===== src/hw/hsw_pkg.sv =====
// Purpose: Shared constants and types of the hot swap fault/restart core
// Assumes: 50 MHz clock, host commands arrive as decoded command strobes
// Notes: Temperatures are whole degrees Celsius, two's complement
package hsw_pkg;

  // Host command codes
  localparam logic [7:0] CMD_CLEAR_FAULTS = 8'h03;
  localparam logic [7:0] CMD_OVERTEMP_FAULT_LIMIT = 8'h4f;
  localparam logic [7:0] CMD_OVERTEMP_WARN_LIMIT = 8'h51;
  localparam logic [7:0] CMD_STATUS_WORD = 8'h79;
  localparam logic [7:0] CMD_STATUS_INPUT = 8'h7c;
  localparam logic [7:0] CMD_READ_TEMP = 8'h8d;
  localparam logic [7:0] CMD_ALERT_MASK = 8'hd8;
  localparam logic [7:0] CMD_DEVICE_SETUP = 8'hd9;
  localparam logic [7:0] CMD_DIAG_WORD = 8'he1;

  // Summary status word fields
  localparam int SW_INPUT = 13;
  localparam int SW_POWER_GOOD_N = 11;
  localparam int SW_TEMPERATURE = 2;
  // Input fault status fields
  localparam int SI_OVERVOLT = 7;
  localparam int SI_UNDERVOLT = 4;
  localparam int SI_OVERCURRENT = 1;
  // Diagnostic status word fields
  localparam int DG_OVERCURRENT = 10;
  localparam int DG_UNDERVOLT = 9;
  localparam int DG_OVERVOLT = 8;
  localparam int DG_POWER_GOOD = 7;
  localparam int DG_OT_WARN = 6;
  localparam int DG_OT_FAULT = 5;
  localparam int DG_LATCHED_OFF = 4;
  // Alert mask fields: a set bit suppresses that alert
  localparam int AM_OVERCURRENT = 0;
  localparam int AM_UNDERVOLT = 1;
  localparam int AM_OVERVOLT = 2;
  localparam int AM_OT_WARN = 3;
  localparam int AM_OT_FAULT = 4;
  // Device setup: override enable and retry code
  localparam int DS_RETRY_OVR = 7;
  localparam int DS_RETRY_LSB = 4;
  localparam int DS_RETRY_W = 3;

  // Retry codes: 0,1,2,4,8,16 retries, then unlimited
  localparam logic [2:0] RETRY_CODE_NONE = 3'h0;
  localparam logic [2:0] RETRY_CODE_INF = 3'h6;
  localparam int RETRY_CNT_W = 5;
  localparam int RAMP_CYCLES = 7;

  // Reset values
  localparam logic [15:0] OT_WARN_RESET = 16'h007d;
  localparam logic [15:0] OT_FAULT_RESET = 16'h0096;
  localparam logic [15:0] ALERT_MASK_RESET = 16'h0000;
  localparam logic [7:0] DEVICE_SETUP_RESET = 8'h00;

  // Timing
  localparam int CLK_KHZ = 50000;
  localparam int TEMP_PERIOD_US = 1000;
  localparam int TEMP_PERIOD_CYC = (TEMP_PERIOD_US * CLK_KHZ) / 1000;
  localparam int TEMP_PULSE_US = 10;
  localparam int TEMP_PULSE_CYC = (TEMP_PULSE_US * CLK_KHZ) / 1000;
  localparam int TEMP_CNT_W = 20;

  // Comparator and pin inputs, all from outside the clock domain
  typedef struct packed {
    logic limit_active;
    logic timer_hi;
    logic timer_mid;
    logic timer_lo;
    logic undervoltage_enable_in;
    logic overvoltage_in;
    logic power_good_feedback_in;
    logic retry_sel;
  } hsw_sense_type;
  localparam int SENSE_W = 8;

  // Timer capacitor drive
  typedef struct packed {
    logic insert_charge;
    logic fault_charge;
    logic fast_discharge;
    logic slow_discharge;
  } hsw_timer_drv_type;

  // Host command request
  typedef struct packed {
    logic valid;
    logic write;
    logic [7:0] code;
    logic [15:0] wdata;
  } hsw_cmd_type;

  // Converted temperature sample, same clock domain
  typedef struct packed {
    logic valid;
    logic [15:0] value;
  } hsw_temp_type;

  typedef enum logic [2:0] {
    ST_INSERT = 3'b000,
    ST_INSERT_DIS = 3'b001,
    ST_WAIT_EN = 3'b010,
    ST_RUN = 3'b011,
    ST_RETRY_DN = 3'b100,
    ST_RETRY_UP = 3'b101,
    ST_LATCHED = 3'b110
  } hsw_fsm_type;

  typedef struct packed {
    hsw_fsm_type fsm;
    logic [2:0] ramp_cnt;
    logic [RETRY_CNT_W-1:0] retries_done;
    logic en_low_seen;
    logic gate_on;
    hsw_timer_drv_type timer_drv;
    logic flag_oc;
    logic flag_uv;
    logic flag_ov;
    logic flag_ot_warn;
    logic flag_ot_fault;
    logic [15:0] overtemp_fault_limit;
    logic [15:0] overtemp_warn_limit;
    logic [15:0] alert_mask;
    logic [7:0] device_setup;
    logic [15:0] temp_value;
    logic [TEMP_CNT_W-1:0] temp_cnt;
    logic diode_pulse;
    logic power_good;
    logic alert;
    logic [15:0] rdata;
    logic rvalid;
  } hsw_state_type;

endpackage


===== src/hw/hsw_ctrl.sv =====
// Purpose: Fault timer, restart, lockout, power good and temperature core
// Assumes: Analog comparators report timer levels and limiting as levels
// Notes: Gate and timer drives are requests to the analog front end
`timescale 1ns/10ps
`default_nettype none
// Overview of operation
// - Limiting active charges fault timer
// - Limiting ends early: discharge timer, run
// - Timer expiry: gate off, start restart
// - Retry pin high: latch off, discharge
// - Latch cleared by enable toggle, timer low
// - Latched-off diagnostic flag while latched
// - Seven ramps, eighth falling ramp re-enables
// - Fault persists: repeat timeout and restart
// - Retry pin selects none or unlimited
// - Setup register overrides retry count
// - Enable low holds gate; insertion first
// - Undervoltage sets status, diag, alert
// - Overvoltage gates off until it clears
// - Overvoltage sets status and diag bits
// - Alert mask suppresses each alert source
// - Enable release restarts with limiting
// - Feedback above threshold releases power good
// - Enable low or overvoltage forces power good low
// - Power good readable in two words
// - Pulse sense diode every millisecond
// - Read-temperature returns latest sample
// - Temperature warn alert, fault disables
module hsw_ctrl
  import hsw_pkg::*;
#(
  parameter int TEMP_PERIOD = TEMP_PERIOD_CYC,
  parameter int TEMP_PULSE = TEMP_PULSE_CYC
) (
  input wire logic clk,
  input wire logic reset,
  input wire logic ce,
  input wire hsw_pkg::hsw_sense_type sense_in,
  input wire hsw_pkg::hsw_cmd_type cmd_in,
  input wire hsw_pkg::hsw_temp_type temp_in,
  output logic [15:0] cmd_rdata,
  output logic cmd_rvalid,
  output logic gate_on,
  output hsw_pkg::hsw_timer_drv_type timer_drv,
  output logic diode_pulse,
  output logic power_good_out,
  output logic power_good_out_oe,
  output logic alert_line_out,
  output logic alert_line_oe,
  output logic latched_off
);
  import hsw_pkg::*;

  hsw_state_type state_q;
  hsw_state_type state_d;
  hsw_sense_type sense;

  initial begin
    if (TEMP_PERIOD < 2 || TEMP_PERIOD >= (1 << TEMP_CNT_W)) begin
      $error("hsw_ctrl: TEMP_PERIOD out of range");
    end
    if (TEMP_PULSE < 1 || TEMP_PULSE >= TEMP_PERIOD) begin
      $error("hsw_ctrl: TEMP_PULSE out of range");
    end
  end

  // Comparator outputs may change at any time
  hsw_sync #(
    .WIDTH(SENSE_W)
  ) u_sync (
    .clk(clk),
    .reset(reset),
    .ce(ce),
    .async_in(sense_in),
    .sync_out(sense)
  );

  // Codes 6 and 7 mean unlimited
  function automatic logic [RETRY_CNT_W-1:0] retry_limit(
    input logic [2:0] code
  );
    logic [RETRY_CNT_W-1:0] lim;
    lim = '0;
    case (code)
      3'h0: lim = 5'h00;
      3'h1: lim = 5'h01;
      3'h2: lim = 5'h02;
      3'h3: lim = 5'h04;
      3'h4: lim = 5'h08;
      3'h5: lim = 5'h10;
      default: lim = 5'h00;
    endcase
    return lim;
  endfunction

  logic en_ok;
  logic ot_fault_now;
  logic ot_warn_now;
  logic [2:0] retry_code;
  logic retry_allowed;
  logic [15:0] status_word;
  logic [7:0] status_input;
  logic [15:0] diag_word;
  logic latched_now;

  always_comb begin
    en_ok = sense.undervoltage_enable_in && !sense.overvoltage_in;
    ot_fault_now = $signed(state_q.temp_value) >
                   $signed(state_q.overtemp_fault_limit);
    ot_warn_now = $signed(state_q.temp_value) >
                  $signed(state_q.overtemp_warn_limit);
    if (state_q.device_setup[DS_RETRY_OVR]) begin
      retry_code = state_q.device_setup[DS_RETRY_LSB +: DS_RETRY_W];
    end else if (sense.retry_sel) begin
      retry_code = RETRY_CODE_NONE;
    end else begin
      retry_code = RETRY_CODE_INF;
    end
    retry_allowed = (retry_code >= RETRY_CODE_INF) ||
                    (state_q.retries_done <
                     retry_limit(retry_code));
    latched_now = (state_q.fsm == ST_LATCHED);
  end

  // Status images built from live state
  always_comb begin
    status_word = '0;
    status_word[SW_INPUT] = state_q.flag_uv || state_q.flag_ov ||
                            state_q.flag_oc;
    status_word[SW_POWER_GOOD_N] = !state_q.power_good;
    status_word[SW_TEMPERATURE] = state_q.flag_ot_warn ||
                                  state_q.flag_ot_fault;
    status_input = '0;
    status_input[SI_OVERVOLT] = state_q.flag_ov;
    status_input[SI_UNDERVOLT] = state_q.flag_uv;
    status_input[SI_OVERCURRENT] = state_q.flag_oc;
    diag_word = '0;
    diag_word[DG_OVERCURRENT] = state_q.flag_oc;
    diag_word[DG_UNDERVOLT] = state_q.flag_uv;
    diag_word[DG_OVERVOLT] = state_q.flag_ov;
    diag_word[DG_POWER_GOOD] = state_q.power_good;
    diag_word[DG_OT_WARN] = state_q.flag_ot_warn;
    diag_word[DG_OT_FAULT] = state_q.flag_ot_fault;
    diag_word[DG_LATCHED_OFF] = latched_now;
  end

  always_comb begin
    state_d = state_q;
    state_d.rvalid = 1'b0;

    // Clears first so a same-cycle event wins
    if (cmd_in.valid && cmd_in.write) begin
      case (cmd_in.code)
        CMD_CLEAR_FAULTS: begin
          state_d.flag_oc = 1'b0;
          state_d.flag_uv = 1'b0;
          state_d.flag_ov = 1'b0;
          state_d.flag_ot_warn = 1'b0;
          state_d.flag_ot_fault = 1'b0;
        end
        CMD_OVERTEMP_FAULT_LIMIT: state_d.overtemp_fault_limit = cmd_in.wdata;
        CMD_OVERTEMP_WARN_LIMIT: state_d.overtemp_warn_limit = cmd_in.wdata;
        CMD_ALERT_MASK: state_d.alert_mask = cmd_in.wdata;
        CMD_DEVICE_SETUP: state_d.device_setup = cmd_in.wdata[7:0];
        default: ;
      endcase
    end
    if (cmd_in.valid && !cmd_in.write) begin
      state_d.rvalid = 1'b1;
      case (cmd_in.code)
        CMD_OVERTEMP_FAULT_LIMIT: state_d.rdata = state_q.overtemp_fault_limit;
        CMD_OVERTEMP_WARN_LIMIT: state_d.rdata = state_q.overtemp_warn_limit;
        CMD_STATUS_WORD: state_d.rdata = status_word;
        CMD_STATUS_INPUT: state_d.rdata = {8'h00, status_input};
        CMD_READ_TEMP: state_d.rdata = state_q.temp_value;
        CMD_ALERT_MASK: state_d.rdata = state_q.alert_mask;
        CMD_DEVICE_SETUP: state_d.rdata = {8'h00, state_q.device_setup};
        CMD_DIAG_WORD: state_d.rdata = diag_word;
        default: state_d.rdata = 16'h0000;
      endcase
    end

    // Sample held until the next one
    if (state_q.temp_cnt == TEMP_CNT_W'(TEMP_PERIOD - 1)) begin
      state_d.temp_cnt = '0;
    end else begin
      state_d.temp_cnt = state_q.temp_cnt + 1'b1;
    end
    state_d.diode_pulse = (state_q.temp_cnt <
                           TEMP_CNT_W'(TEMP_PULSE));
    if (temp_in.valid) begin
      state_d.temp_value = temp_in.value;
    end

    // Sticky event flags
    if (ot_warn_now) begin
      state_d.flag_ot_warn = 1'b1;
    end
    if (ot_fault_now) begin
      state_d.flag_ot_fault = 1'b1;
    end
    if (sense.overvoltage_in) begin
      state_d.flag_ov = 1'b1;
    end
    // Undervolt only counts once insertion is over
    if (!sense.undervoltage_enable_in && state_q.fsm != ST_INSERT &&
        state_q.fsm != ST_INSERT_DIS) begin
      state_d.flag_uv = 1'b1;
    end
    if (!sense.undervoltage_enable_in) begin
      state_d.en_low_seen = 1'b1;
    end

    state_d.timer_drv = '0;
    state_d.gate_on = 1'b0;

    case (state_q.fsm)
      // Insertion delay
      ST_INSERT: begin
        state_d.timer_drv.insert_charge = 1'b1;
        if (sense.timer_hi) begin
          state_d.fsm = ST_INSERT_DIS;
        end
      end
      ST_INSERT_DIS: begin
        state_d.timer_drv.fast_discharge = 1'b1;
        if (sense.timer_lo) begin
          state_d.fsm = ST_WAIT_EN;
        end
      end
      // Gate held off until enable is good, no overtemperature fault and timer idle
      ST_WAIT_EN: begin
        state_d.timer_drv.fast_discharge = 1'b1;
        if (en_ok && !ot_fault_now && sense.timer_lo) begin
          state_d.fsm = ST_RUN;
          state_d.gate_on = 1'b1;
        end
      end
      ST_RUN: begin
        state_d.gate_on = 1'b1;
        if (!en_ok || ot_fault_now) begin
          state_d.gate_on = 1'b0;
          state_d.fsm = ST_WAIT_EN;
          state_d.retries_done = '0;
        end else if (sense.limit_active && sense.timer_hi) begin
          state_d.gate_on = 1'b0;
          state_d.flag_oc = 1'b1;
          state_d.ramp_cnt = '0;
          state_d.en_low_seen = 1'b0;
          if (retry_allowed) begin
            state_d.fsm = ST_RETRY_DN;
            state_d.timer_drv.slow_discharge = 1'b1;
          end else begin
            state_d.fsm = ST_LATCHED;
            state_d.timer_drv.slow_discharge = 1'b1;
          end
        end else if (sense.limit_active) begin
          state_d.timer_drv.fault_charge = 1'b1;
        end else begin
          state_d.timer_drv.fast_discharge = 1'b1;
          if (sense.timer_lo) begin
            state_d.retries_done = '0;
          end
        end
      end
      // Falling ramp; last of eight goes down to the low level
      ST_RETRY_DN: begin
        state_d.timer_drv.slow_discharge = 1'b1;
        if (state_q.ramp_cnt == 3'(RAMP_CYCLES)) begin
          if (sense.timer_lo) begin
            state_d.timer_drv.slow_discharge = 1'b0;
            state_d.fsm = ST_RUN;
            state_d.gate_on = 1'b1;
            state_d.retries_done = state_q.retries_done + 1'b1;
          end
        end else if (!sense.timer_mid) begin
          state_d.timer_drv.slow_discharge = 1'b0;
          state_d.timer_drv.fault_charge = 1'b1;
          state_d.fsm = ST_RETRY_UP;
        end
      end
      ST_RETRY_UP: begin
        state_d.timer_drv.fault_charge = 1'b1;
        if (sense.timer_hi) begin
          state_d.timer_drv.fault_charge = 1'b0;
          state_d.timer_drv.slow_discharge = 1'b1;
          state_d.ramp_cnt = state_q.ramp_cnt + 1'b1;
          state_d.fsm = ST_RETRY_DN;
        end
      end
      // Needs enable toggle and empty timer
      ST_LATCHED: begin
        state_d.timer_drv.slow_discharge = 1'b1;
        if (state_q.en_low_seen && sense.undervoltage_enable_in &&
            sense.timer_lo) begin
          state_d.fsm = ST_INSERT;
          state_d.timer_drv.slow_discharge = 1'b0;
          state_d.timer_drv.insert_charge = 1'b1;
          state_d.retries_done = '0;
          state_d.en_low_seen = 1'b0;
        end
      end
      default: begin
        state_d.fsm = ST_WAIT_EN;
      end
    endcase

    // Power good: feedback, qualified by enable and overvoltage
    state_d.power_good = sense.power_good_feedback_in &&
                         en_ok;

    state_d.alert =
      (state_d.flag_oc && !state_q.alert_mask[AM_OVERCURRENT]) ||
      (state_d.flag_uv && !state_q.alert_mask[AM_UNDERVOLT]) ||
      (state_d.flag_ov && !state_q.alert_mask[AM_OVERVOLT]) ||
      (state_d.flag_ot_warn && !state_q.alert_mask[AM_OT_WARN]) ||
      (state_d.flag_ot_fault &&
       !state_q.alert_mask[AM_OT_FAULT]);
  end

  always_ff @(posedge clk) begin
    if (reset) begin
      state_q <= '0;
      state_q.fsm <= ST_INSERT;
      state_q.overtemp_fault_limit <= OT_FAULT_RESET;
      state_q.overtemp_warn_limit <= OT_WARN_RESET;
      state_q.alert_mask <= ALERT_MASK_RESET;
      state_q.device_setup <= DEVICE_SETUP_RESET;
    end else if (ce) begin
      state_q <= state_d;
    end
  end

  // Open-drain pins: driving means pulling low
  always_comb begin
    cmd_rdata = state_q.rdata;
    cmd_rvalid = state_q.rvalid;
    gate_on = state_q.gate_on;
    timer_drv = state_q.timer_drv;
    diode_pulse = state_q.diode_pulse;
    power_good_out = 1'b0;
    power_good_out_oe = !state_q.power_good;
    alert_line_out = 1'b0;
    alert_line_oe = state_q.alert;
    latched_off = (state_q.fsm == ST_LATCHED);
  end
endmodule
`default_nettype wire


===== src/hw/hsw_sync.sv =====
// Purpose: Two-flop synchroniser for a vector of slow levels
// Assumes: Each bit is an independent level
// Notes: Bits may arrive skewed by one cycle against each other
`timescale 1ns/10ps
`default_nettype none
module hsw_sync #(
  parameter int WIDTH = 8
) (
  input wire logic clk,
  input wire logic reset,
  input wire logic ce,
  input wire logic [WIDTH-1:0] async_in,
  output logic [WIDTH-1:0] sync_out
);
  typedef struct packed {
    logic [WIDTH-1:0] meta;
    logic [WIDTH-1:0] stable;
  } hsw_sync_state_type;

  hsw_sync_state_type state_q;
  hsw_sync_state_type state_d;

  initial begin
    if (WIDTH < 1) begin
      $error("hsw_sync: WIDTH must be at least 1");
    end
  end

  // First stage feeds only the second
  always_comb begin
    state_d = state_q;
    state_d.meta = async_in;
    state_d.stable = state_q.meta;
  end

  always_ff @(posedge clk) begin
    if (reset) begin
      state_q <= '0;
    end else if (ce) begin
      state_q <= state_d;
    end
  end

  assign sync_out = state_q.stable;
endmodule
`default_nettype wire

===== config.mk =====
export PLATFORM = sky130hd
export DESIGN_NAME = hsw_ctrl
export DESIGN_NICKNAME = d
export VERILOG_FILES = /design/src/hw/hsw_pkg.sv /design/src/hw/hsw_ctrl.sv /design/src/hw/hsw_sync.sv
export SDC_FILE = /design/constraint.sdc
export NUM_CORES = 1
export LEC_CHECK = 0
export ABC_AREA = 0
export BUFFER_PORTS_ARGS = -buffer_cell sky130_fd_sc_hd__buf_2
export CAP_MARGIN = 20
export CORE_AREA = 3 3 110 155
export CTS_CLUSTER_DIAMETER = 200
export DETAILED_ROUTE_END_ITERATION = 8
export DIE_AREA = 0 0 113 158
export PLACE_DENSITY = 0.71
export SYNTH_ARGS = -nofsm -noshare
export SYNTH_HDL_FRONTEND = slang
export SYNTH_HIERARCHICAL = 1
export SYNTH_SLANG_ARGS = --single-unit

===== constraint.sdc =====
create_clock -name clk -period 2.6 [get_ports clk]
set_input_delay 0.13 -clock clk [delete_from_list [all_inputs] [get_ports clk]]
set_output_delay 0.13 -clock clk [all_outputs]
set_load 0.01 [all_outputs]

== Word-level counts from Yosys, hierarchy flattened ==
Cells that the tools add are included.

* Add/sub/neg operators: 3
* Order comparisons: 5
* Equality and inequality tests: 38
* Muxes and demuxes: 66
* Reduce and logical (&&, ||, !) cells: 50

{| class="wikitable"
|+ Operator list
! kind !! count
|-
| $pmux W16 S8 || 1
|-
| $mux W61 || 1
|-
| $mux W16 || 3
|-
| $mux W5 || 7
|-
| $mux W3 || 11
|-
| $eq A8 B7 Y1 const B || 4
|-
| $eq A8 B8 Y1 const B || 4
|-
| $gt A16 B16 Y1 || 2
|-
| $pmux W5 S5 || 1
|-
| $mux W1 || 23
|-
| $pmux W3 S7 || 1
|-
| $add A20 B1 Y20 const B || 1
|-
| $eq A20 B16 Y1 const B || 1
|-
| $lt A20 B9 Y1 const B || 1
|-
| $mux W20 || 1
|-
| $eq A3 B3 Y1 const B || 6
|-
| $mux W6 || 3
|-
| $logic_and A1 B1 Y1 || 16
|-
| $pmux W5 S3 || 1
|-
| $eq A3 B2 Y1 const B || 4
|-
| $ne A3 B3 Y1 const B || 4
|-
| $reduce_and A3 Y1 || 4
|-
| $logic_not A1 Y1 || 11
|-
| $ne A2 B1 Y1 const B || 5
|-
| 25 further kinds || 46
|}

* Register bits: 150
* Logic and storage cells: 189

== Depth between registers and ports, before layout ==
Gate-level depths: netlist of the first run.

* Word-level depth: 11
* Depth in mapped cells: 13
* Gate-level depth less buffers: 13

== Hierarchy ==
The synthesis of the first run kept the hierarchy.

{| class="wikitable"
|+ By module, submodules not included
! module !! instances !! cells an instance !! area an instance (um^2) !! sequential area each (um^2)
|-
| hsw_ctrl || 1 || 933 || 7254.5 || 2682.6
|-
| hsw_sync || 1 || 52 || 580.6 || 320.3
|}

== Worst setup path after synthesis of the first run ==
Ideal clock, no wire load.

* Path kind: register -> register
* From: register state_q[111] (netlist name)
* To: register state_q[124] (netlist name)
* Arrival time: 2388 ps
* Path slack: 127 ps
* Stages on the path, launching flop included: 10
* Buffers on the path: 0
* Clock period less this slack: 2473 ps
* Cell sequence: dfxtp_1 > inv_1 > ha_1 > nand4_1 > nor4_4 > o21ai_0 > a21boi_1 > nor4_1 > or4b_1 > a211oi_1

* Word-level cells in the longest chain between the ends: 4
* Elaborated cells between the ends (all ways): 8
* Those cells by class: 1 x order compare; 3 x eq/ne; 2 x mux; 2 x reduce/logical

{| class="wikitable"
|+ Ends and longest elaborated chain
! what !! RTL line !! text
|-
| from (decl) || hsw_ctrl.sv:54 || <nowiki>hsw_state_type state_q;</nowiki>
|-
| from (signal assigned) || hsw_ctrl.sv:330 || <nowiki>state_q <= state_d;</nowiki>
|-
| $gt A16 B16 Y1 (*) || hsw_ctrl.sv:108 || <nowiki>ot_fault_now = $signed(state_q.temp_value) ></nowiki>
|-
| $logic_or A1 B1 Y1 (*) || hsw_ctrl.sv:241 || <nowiki>if (!en_ok || ot_fault_now) begin</nowiki>
|-
| $ne A3 B3 Y1 (no line), or another cell as far along || - ||
|-
| $reduce_and A8 Y1 (no line) / $pmux W5 S3 (equally long branches) || - ||
|}

Every way passes the cells marked *; elsewhere a longest branch is shown, timed or not.
A chain may end at the register's enable or synchronous reset.

== Final worst setup path of the first run ==
* From: register state_q[109] (netlist name)
* To: register state_q[124] (netlist name)

Same word-level chain as after synthesis.

==> flow_summary_export.csv, run 1 <==
group,metric,value,unit
outcome,status,"complete, no violations",
grt,first_global_vias,7295,
worst_setup_path,start_kind,"register",
yosys,yosys.area_share.adder,6.55,%
worst_setup_path,crit_buf_inv,2,
yosys,synthCells,985,
sta,slew_viol_final,0,
worst_setup_path,path_class,"register to register",
floorplan,dieArea,17900,sq um
worst_setup_path,worst-path-stages,10,
route,dr_total_vias,7523,
worst_setup_path,crit_family,"simple AND/OR/NAND/NOR gates",
clocking,cts_root_buffer,"clkbuf_16",
grt,grt_max_degree,75,
worst_setup_path,setup.worst_path.start,"state_q[109]",
power_and_ir_drop,pwr-share-comb,9.0,%
cells_and_area,area_growth_syn_to_layout,23.3,%
sta,rsz0062_at_grt,"true",
sta,fin_hold_ws,0.113,ns
yosys,synth_top_family_by_area,"simple AND/OR/NAND/NOR gates",
grt,met2_usage,44.9,%
grt,use_met1,28.4,%
worst_setup_path,setup.worst_path.end,"state_q[124]",
floorplan,ios,82,
yosys,seq_area_frac_synth,38.3,%
clocking,cts_made_buffers,17,
yosys,synth_top_area_share,38.3,%
yosys,ys_ff_latch,150,
grt,antenna_found_initial,0,
worst_setup_path,cpPeakStageDelay,0.51,ns
clocking,htreeDepth,4,
sta,fmax,395,MHz
power_and_ir_drop,switching_share,24.2,%
floorplan,initial_core_util,50.0,%
worst_setup_path,worstPathArrival,2.89,ns
placement,place_hpwl,16100,um
grt,grtUsageMet3,5.62,%
route,drt-total-wl,22700,um
yosys,yosys_warnings,6,
yosys,synth-edff-count,0,
route,avgViaCountPerCell,5.74,
sta,finalHoldViolCount,0,
route,drc_errors,0,
yosys,synthMostInstantiatedCell,"nand2_1",
worst_setup_path,reg2reg_depth,10,
sta,worstMarginPinSlew,0.782,ns
yosys,synthFlopType,"dfxtp_1",
yosys,synth-simple-area-share,23.5,%
worst_setup_path,crit_top_cell,"a211oi_2",
cells_and_area,num_antenna_cells,0,
power_and_ir_drop,power,5.54,mW
yosys,synth_area_per_cell,7.95,sq um
clocking,insertion_delay,0.44,ns
route,antenna_left,0,
clocking,cts_sinks,150,
floorplan,die_w,113,um
worst_setup_path,crit_slowest_cell,"or4b_1",
power_and_ir_drop,switchingPower,1.34,mW
flow_run,drv_cap,0,
power_and_ir_drop,p_leak,3.81,nW
placement,place.port_buffers,79,
grt,grt.busiest_layer,"met2",
yosys,synth_xor_area_share,1.90,%
yosys,synth-compound-area-share,19.9,%
power_and_ir_drop,p_clk_share,48.2,%
sta,fin_skew,0.0101,ns
worst_setup_path,worstPathMaxFanout,4,
power_and_ir_drop,vdd_drop_max,0.491,mV
grt,track_usage,25.7,%
floorplan,rows,54,
sta,fin_crit_sh,97.4,%
sta,layout_setup_ws,0.0687,ns
power_and_ir_drop,internal_power,4.20,mW
yosys,yosys-top-cells-count,"nand2_1, dfxtp_1, a21oi_1, nor2_1, inv_1",
sta,setup_violations,0,
worst_setup_path,worst-r2r-setup-slack,0.07,ns
cells_and_area,final_net_count,1198,
cells_and_area,fillers,1461,
worst_setup_path,endpoint_kind,"register",
floorplan,die_y,158,um
yosys,synth_area_leaders,"dfxtp_1, nand2_1, a21oi_1, ha_1, nor2_1",
cells_and_area,drive_gt1_share,17.8,%
clocking,clk_pin_slew,0.06,ns
sta,period_needed,2.53,ns
route,wl_per_cell,17.3,um
worst_setup_path,rr_startpoint,"state_q[109]",
worst_setup_path,crit_chain,"inv_1, ha_1, nand4_1, a211oi_2, a211oi_2, buf_4, a21boi_2, nor4_1, or4b_1, a211oi_1",
yosys,async_flop_share,0,%
cells_and_area,multi_input_area,4410,sq um
hold_path,hold_path_class,"input port to register",
yosys,synthDistinctLibCells,67,
sta,relSlewSlack,47.9,%
cells_and_area,ff_latch_area,3010,sq um
grt,grt_remaining_overflow,0,
cells_and_area,finish.utilization,61.6,%
worst_setup_path,crit_required,2.96,ns
yosys,synth.largest_area_cell,"dfxtp_1",
placement,preCtsSetupSlack,-0.0671,ns
clocking,cts_buffer_depth,2,
yosys,synthMuxAreaShare,2.57,%
floorplan,design.core.area,15700,sq um
power_and_ir_drop,powerDensity,574,nW/um^2
grt,grt_pass1_wl,36200,um
route,drt_pre_antenna_iters,4,
worst_setup_path,r2r_end,"state_q[124]",
yosys,netlist_area,7840,sq um
placement,gp_congestion,0.909,
clocking,cts_tree,"done",
route,drtIter0Drc,488,
power_and_ir_drop,pwr-share-seq,42.9,%
==> cells in the final DEF, fill, tap and decap left out, types with 9 or more instances in the layout <==
| cell type | Yosys | layout |
|---|---|---|
| nand2b_1 | 9 | 9 |
| a21o_1 | 15 | 15 |
| and3_1 | 16 | 15 |
| xor2_1 | 12 | 12 |
| ha_1 | 41 | 39 |
| mux2i_1 | 19 | 19 |
| a222oi_1 | 9 | 9 |
| buf_4 | 22 | 50 |
| a21oi_1 | 107 | 103 |
| nand4_1 | 15 | 15 |
| inv_1 | 47 | 47 |
| o21ai_0 | 21 | 19 |
| clkbuf_16 | 0 | 17 |
| a22oi_1 | 29 | 29 |
| dfxtp_1 | 150 | 144 |
| nand3_1 | 38 | 38 |
| nor2_1 | 69 | 68 |
| nand2_1 | 184 | 181 |
| buf_2 | 5 | 78 |
| dlygate4sd3_1 | 0 | 40 |
==> power groups by stage <==
stage	Sequential, mW	Combinational, mW	Clock (mW)
floorplan	2.42	0.253	0
global placement	2.43	0.410	0
detailed placement	2.43	0.416	0
CTS	2.38	0.472	2.71
global route	2.38	0.543	2.80
finish	2.38	0.496	2.67
==> flip-flops by register name, indices dropped and copies added, names as in the netlist <==
register and flops:
diode_pulse 1, u_sync/state_d 8, u_sync/sync_out 8, cmd_rvalid 1
diag_word 6, alert_line_oe 1, timer_drv 4, gate_on 1
cmd_rdata 16, state_q 104
==> per-stage QoR <==
step           setup TNS (ns)  cell area, sq um  instances
2_1_floorplan               0              7840        986
3_3_place_gp                0              8480       1237
3_5_place_dp           -0.129              8480       1237
4_1_cts                     0              9540       1308
5_1_grt                -0.184              9660       1311
6_report                    0              9660       1311
==> worst min path at each step <==
| stage | slack, ns | startpoint | to | cells past startpoint |
|---|---|---|---|---|
| detailed placement | 0.37 | sense_in[4] | u_sync/state_d[4] | 3 |
| floorplan | 0.25 | cmd_in[0] | state_q[80] | 2 |
| global placement | 0.36 | sense_in[4] | u_sync/state_d[4] | 3 |
| finish | 0.11 | reset | state_q[123] | 3 |
| CTS | 0.10 | reset | state_q[123] | 3 |
| global route | 0.13 | reset | state_q[123] | 3 |
==> what timing repair did <==
action                     4_1_cts  5_1_grt
hold endpoints to repair        74        0
hold buffers                    40        0
setup buffers                    0        3
setup endpoints to repair        6       12
resized for setup                7       25
pin swaps                        4        9
==> cell families (layout without fill, tap and decap cells) <==
logic type / Yosys count / after routing
flip-flops: 150 / 150
adder cells (fa/ha/maj): 41 / 41
AO/OA/AOI/OAI: 245 / 245
multiplexers: 20 / 20
AND/OR/NAND/NOR: 392 / 392
XOR/XNOR: 17 / 17
other: 1 / 2
buffers and inverters: 119 / 248
==> layer usage <==
metal	routed length, um	part of all wire [%]
met1	8890	39
met2	11300	50
met3	1330	5.9
met4	1200	5.3
met5	0	0
==> worst register-to-register path: stages (launching register included) <==
cell	delay, ns
dfxtp_1	0.33
inv_1	0.05
ha_1	0.29
nand4_1	0.22
a211oi_2	0.31
a211oi_2	0.13
buf_4	0.18
a21boi_2	0.15
nor4_1	0.09
or4b_1	0.51
a211oi_1	0.19
==> area by class of cell <==
type / instances / area share (%)
flip-flops and latches: 150 / 31.2
multi-input cells: 717 / 45.6
repair buffers: 169 / 12.3
inverters: 48 / 1.86
clock inverters: 13 / 1.99
clock buffers: 18 / 4.55
well taps: 196 / 2.54
(Power assumes the default switching activity.)
==> run 2: changes to the inputs <==
Settings changed: TNS_END_PERCENT set to 10.
Clock period 2.6 ns to 2.2 ns, I/O delays scaled along.
==> run 2 against run 1 <==
  * The flow now finishes with violations (negative setup slack)
  * Power increased by 11%
  * Clock skew down 0.0034 ns
  * Maximum frequency fell by 2.5%
  * Non-clock buffer count up 45
  * Count of clock-buffer cells in the layout shrank 1
  * Clock power increased by 2%
  * Global-route usage up 1.0 points
  * Sequential power up 18%
  * First-iteration DRC count grew 23%
  * Utilization rose by 2.7 points
  * Cell count is 3.5% higher
  * Critical endpoint unchanged
==> flow_summary_export.csv, run 2 (synthesis gave the netlist of run 1 again) <==
group,metric,value,unit
outcome,status,"finished with violations",
outcome,failed_checks,"negative setup slack",
power_and_ir_drop,pwr-share-comb,10.2,%
worst_setup_path,endpoint_kind,"register",
sta,worstMarginPinSlew,0.672,ns
grt,grt_pass1_wl,37700,um
power_and_ir_drop,pwr-share-seq,45.5,%
route,drc_errors,0,
power_and_ir_drop,p_leak,4.04,nW
clocking,cts_made_buffers,17,
route,drt_pre_antenna_iters,6,
floorplan,dieArea,17900,sq um
sta,slew_viol_final,0,
placement,gp_congestion,0.954,
sta,setup_violations,19,
worst_setup_path,start_kind,"register",
sta,layout_setup_ws,-0.396,ns
floorplan,initial_core_util,50.0,%
power_and_ir_drop,vdd_drop_max,0.509,mV
cells_and_area,regMostFlops,"state_q",
sta,period_needed,2.60,ns
sta,rsz0062_at_grt,"true",
worst_setup_path,worstPathMaxFanout,4,
placement,place.port_buffers,79,
worst_setup_path,reg2reg_depth,9,
cells_and_area,layout_commonest_cell,"nand2_1",
sta,relSlewSlack,55.1,%
floorplan,die_w,113,um
cells_and_area,largest_reg_flops,104,
clocking,clk_pin_slew,0.06,ns
worst_setup_path,worstPathArrival,2.95,ns
grt,antenna_found_initial,0,
grt,grt_max_degree,109,
route,antenna_left,0,
sta,finalSetupTns,-4.55,ns
cells_and_area,finish.utilization,64.3,%
worst_setup_path,crit_required,2.56,ns
cells_and_area,num_antenna_cells,0,
route,dr_total_vias,7818,
power_and_ir_drop,internal_power,4.52,mW
hold_path,hold_path_class,"input port to register",
floorplan,ios,82,
floorplan,rows,54,
grt,grt_remaining_overflow,0,
clocking,insertion_delay,0.43,ns
route,avgViaCountPerCell,5.76,
power_and_ir_drop,switchingPower,1.66,mW
power_and_ir_drop,power,6.18,mW
clocking,cts_tree,"done",
route,wl_per_cell,17.8,um
sta,finalHoldViolCount,0,
power_and_ir_drop,p_clk_share,44.3,%
clocking,htreeDepth,4,
power_and_ir_drop,switching_share,26.9,%
hold_path,hold_path_depth,3,
route,drtIter0Drc,598,
worst_setup_path,path_class,"register to register",
cells_and_area,area_growth_syn_to_layout,28.6,%
sta,fin_skew,0.00673,ns
floorplan,die_y,158,um
cells_and_area,drive_gt1_share,22.4,%
clocking,cts_buffer_depth,2,
flow_run,drv_cap,0,
floorplan,design.core.area,15700,sq um
clocking,cts_root_buffer,"clkbuf_16",
cells_and_area,final_net_count,1243,
grt,first_global_vias,7480,
sta,fin_crit_sh,118,%
grt,track_usage,26.7,%
clocking,cts_sinks,150,
placement,place_hpwl,16900,um
cells_and_area,mostFrequentLayoutCells,"nand2_1, dfxtp_1, a21oi_1",
power_and_ir_drop,powerDensity,613,nW/um^2
sta,fmax,385,MHz
route,drt-total-wl,24100,um
-- run 2: cell count changes in the layout (fill, tap and decap cells not counted), sizes merged --
| cell | change |
|---|---|
| bufinv | -4 |
| clkinvlp | +2 |
| clkinv | +4 |
| buf | +46 |
| clkbuf | -1 |
| dlygate4sd3 | -1 |
-- run 2: worst max-delay path, cell delays in order, from the launching register on --
cell and delay, ns:
dfxtp_2 0.34, inv_1 0.05, ha_1 0.30, a211oi_2 0.22, o211ai_1 0.13, a211oi_2 0.38, and3_4 0.31, nor4_4 0.05
or4b_1 0.53, a211oi_2 0.21
-- run 2: power groups by stage --
stage / registers, mW / logic, mW / clock network [mW]
after floorplan: 2.86 / 0.305 / 0
after global placement: 2.87 / 0.511 / 0
after detailed placement: 2.87 / 0.518 / 0
after CTS: 2.81 / 0.590 / 2.77
after global routing: 2.81 / 0.686 / 2.87
final: 2.81 / 0.632 / 2.73
-- run 2: per-stage QoR --
stage / hold slack [ns] / worst slack, ns / instance area (sq um) / cells
detailed placement: 0.351 / -0.330 / 8870 / 1280
floorplan: 0.231 / -0.106 / 7860 / 986
global placement: 0.343 / -0.237 / 8870 / 1280
CTS: 0.00419 / -0.290 / 9860 / 1352
global route: 0.0128 / -0.487 / 10100 / 1357
finish: 0.0224 / -0.396 / 10100 / 1357
-- run 2: cell type report --
class                           instances  area (sq um)
Clock buffer                           17           425
Clock inverter                         15           124
Fill cell                            1331          5600
Inverter                               48           180
Multi-Input combinational cell        717          4520
Sequential cell                       150          3010
Tap cell                              196           245
Timing Repair Buffer                  214          1580
-- run 2: timing repair --
item / in CTS / in global routing
setup buffers: 1 / 5
setup endpoints to repair: 18 / 20
endpoints found under the hold margin: 72 / 0
hold buffers: 39 / 0
pin swaps: 6 / 21
resized for setup: 11 / 37
cloned: 0 / 0
-- run 2: path summary, 6_finish.rpt --
kind | start | endpoint | slack (ns)
setup reg to reg | state_q[101] | state_q[124] | -0.40
hold / removal | temp_in[6] | state_q[46] | 0.02
setup / recovery | state_q[101] | state_q[124] | -0.40
hold reg to reg | cmd_rdata[10] | cmd_rdata[10] | 0.45
-- run 2: metal layers --
layer | vias up | part of all wire, % | global-route usage, %
met4 | 0 | 6.8 | 17.9
met1 | 3607 | 38 | 28.8
met2 | 318 | 49 | 46.5
li1 | 3795 | - | -
met3 | 98 | 6.1 | 5.97
met5 | - | 0 | 0
==> run 3: changes to the inputs <==
Settings changed: CORE_AREA 3 3 110 155 to 5 5 132 134, DIE_AREA 0 0 113 158 to 0 0 137 139.
==> run 3 against run 2 <==
  * The run still ends with negative setup slack left
  * Non-clock buffer count did not move
  * Flip-flop and latch count is the same
  * Critical path depth grew 1
  * Combinational power grew 1%
  * Critical endpoint unchanged
  * Highest routed layer unchanged
==> flow_summary_export.csv, run 3 (synthesis gave the netlist of run 1 again) <==
group,metric,value,unit
sta,fmax,398,MHz
floorplan,initial_core_util,48.4,%
placement,place.port_buffers,79,
grt,first_global_vias,7468,
worst_setup_path,crit_required,2.55,ns
placement,gp_congestion,0.900,
sta,fin_hold_ws,0.114,ns
route,drt_pre_antenna_iters,7,
power_and_ir_drop,powerDensity,635,nW/um^2
sta,finalHoldViolCount,0,
sta,slew_viol_final,0,
grt,grtUsageMet3,4.97,%
cells_and_area,regMostFlops,"state_q",
route,drc_errors,0,
route,wl_per_cell,17.1,um
route,antenna_left,0,
grt,grt.busiest_layer,"met2",
sta,relSlewSlack,61.3,%
worst_setup_path,worstPathMaxFanout,4,
cells_and_area,finish.utilization,62.9,%
floorplan,design.core.area,16200,sq um
power_and_ir_drop,vdd_drop_max,0.578,mV
route,drt-total-wl,23700,um
cells_and_area,mostFrequentLayoutCells,"nand2_1, dfxtp_1, a21oi_1",
sta,layout_setup_ws,-0.314,ns
cells_and_area,layout_commonest_cell,"nand2_1",
clocking,insertion_delay,0.42,ns
grt,grt_max_degree,133,
floorplan,dieArea,19000,sq um
hold_path,min_from,"ce",
cells_and_area,drive_gt1_share,22.5,%
hold_path,hold_path_depth,3,
clocking,htreeDepth,4,
worst_setup_path,cpPeakStageDelay,0.51,ns
worst_setup_path,setup.worst_path.start,"state_q[52]",
worst_setup_path,worstPathArrival,2.86,ns
floorplan,die_w,137,um
cells_and_area,num_antenna_cells,0,
cells_and_area,area_growth_syn_to_layout,29.8,%
sta,fin_crit_sh,114,%
worst_setup_path,rr_startpoint,"state_q[52]",
worst_setup_path,reg2reg_depth,10,
worst_setup_path,start_kind,"register",
placement,place_hpwl,15900,um
worst_setup_path,r2r_end,"state_q[124]",
sta,setup_violations,18,
sta,worstMarginPinSlew,0.580,ns
cells_and_area,final_net_count,1243,
worst_setup_path,path_class,"register to register",
cells_and_area,fillers,1351,
worst_setup_path,endpoint_kind,"register",
cells_and_area,multi_input_area,4540,sq um
outcome,status,"finished with violations",
worst_setup_path,crit_slowest_cell,"or4b_1",
clocking,cts_root_buffer,"clkbuf_16",
sta,finalSetupTns,-3.14,ns
worst_setup_path,worst-r2r-setup-slack,-0.31,ns
power_and_ir_drop,p_leak,4.06,nW
clocking,cts_sinks,150,
route,avgViaCountPerCell,5.69,
cells_and_area,largest_reg_flops,104,
outcome,failed_checks,"negative setup slack",
route,dr_total_vias,7848,
grt,antenna_found_initial,0,
hold_path,whs_endpoint,"diode_pulse",
sta,rsz0062_at_grt,"true",
clocking,cts_buffer_depth,2,
hold_path,hold_path_class,"input port to register",
worst_setup_path,crit_top_cell,"buf_4",
grt,grt_pass1_wl,37500,um
grt,track_usage,24.4,%
grt,use_met1,33.0,%
clocking,cts_tree,"done",
clocking,clk_pin_slew,0.06,ns
clocking,cts_made_buffers,17,
worst_setup_path,crit_chain,"ha_4, nand4_1, buf_4, nor4_4, buf_4, o21ai_2, a21boi_4, nor4_2, or4b_1, a211oi_2",
sta,fin_skew,0.00972,ns
flow_run,drv_cap,0,
sta,period_needed,2.51,ns
cells_and_area,ff_latch_area,3020,sq um
route,drtIter0Drc,620,
floorplan,rows,47,
floorplan,ios,82,
grt,met2_usage,39.1,%
grt,grt_remaining_overflow,0,
floorplan,die_y,139,um
## run 3: changes by cell type in the layout (fill, tap and decap cells not counted), sizes merged, moves of 2 or more
| cell | delta |
|---|---|
| clkbuf | +6 |
| inv | -5 |
| bufinv | +3 |
| clkinvlp | -3 |
| clkinv | -2 |
## run 3: area by class of cell
| type | instances | area share (%) |
|---|---|---|
| clock buffer | 23 | 4.80 |
| clock inverter | 8 | 1.19 |
| inverter | 48 | 1.77 |
| multi-input combinational | 717 | 44.6 |
| sequential | 150 | 29.7 |
| tap | 220 | 2.71 |
| timing repair buffer | 214 | 15.2 |
## run 3: what timing repair did
item                                    CTS  global route
resized for setup                        10            46
endpoints found under the setup margin   17            20
hold buffers                             40             0
pin swaps                                 5            18
buffers inserted                          2             7
endpoints found under the hold margin    73             0
## run 3: worst max-delay path by stage
stage	end	slack, ns	depth (start not counted)
2_1_floorplan	state_q[124]	-0.11	9
3_5_place_dp	state_q[124]	-0.35	9
6_report	state_q[124]	-0.31	10
4_1_cts	state_q[124]	-0.28	10
5_1_grt	state_q[132]	-0.46	11
3_3_place_gp	state_q[124]	-0.25	9
## run 3: critical path, delay by kind of cell (launching register included)
family / cells / cell delay, ns
AO/OA/AOI/OAI: 3 / 0.50
adder cells (fa/ha/maj): 1 / 0.27
buffers and inverters: 2 / 0.40
flip-flops: 1 / 0.36
AND/OR/NAND/NOR: 4 / 0.91
## run 3: power breakdown
part	switching (mW)	internal (mW)
Sequential	0.0446	2.77
Clock	1.12	1.89
Combinational	0.343	0.298
## run 3: per-stage QoR
step / total power, mW / cells / setup slack (ns) / instance area [sq um]
2_1_floorplan: 3.16 / 986 / -0.106 / 7860
3_3_place_gp: 3.37 / 1300 / -0.251 / 8840
3_5_place_dp: 3.38 / 1300 / -0.345 / 8840
4_1_cts: 6.44 / 1373 / -0.285 / 9900
5_1_grt: 6.70 / 1380 / -0.462 / 10200
6_report: 6.46 / 1380 / -0.314 / 10200
## run 3: layer usage
layer | up-vias | part of all wire [%]
li1 | 3785 | -
met1 | 3719 | 44
met2 | 306 | 47
met3 | 38 | 7.2
met4 | 0 | 2.4
met5 | - | 0
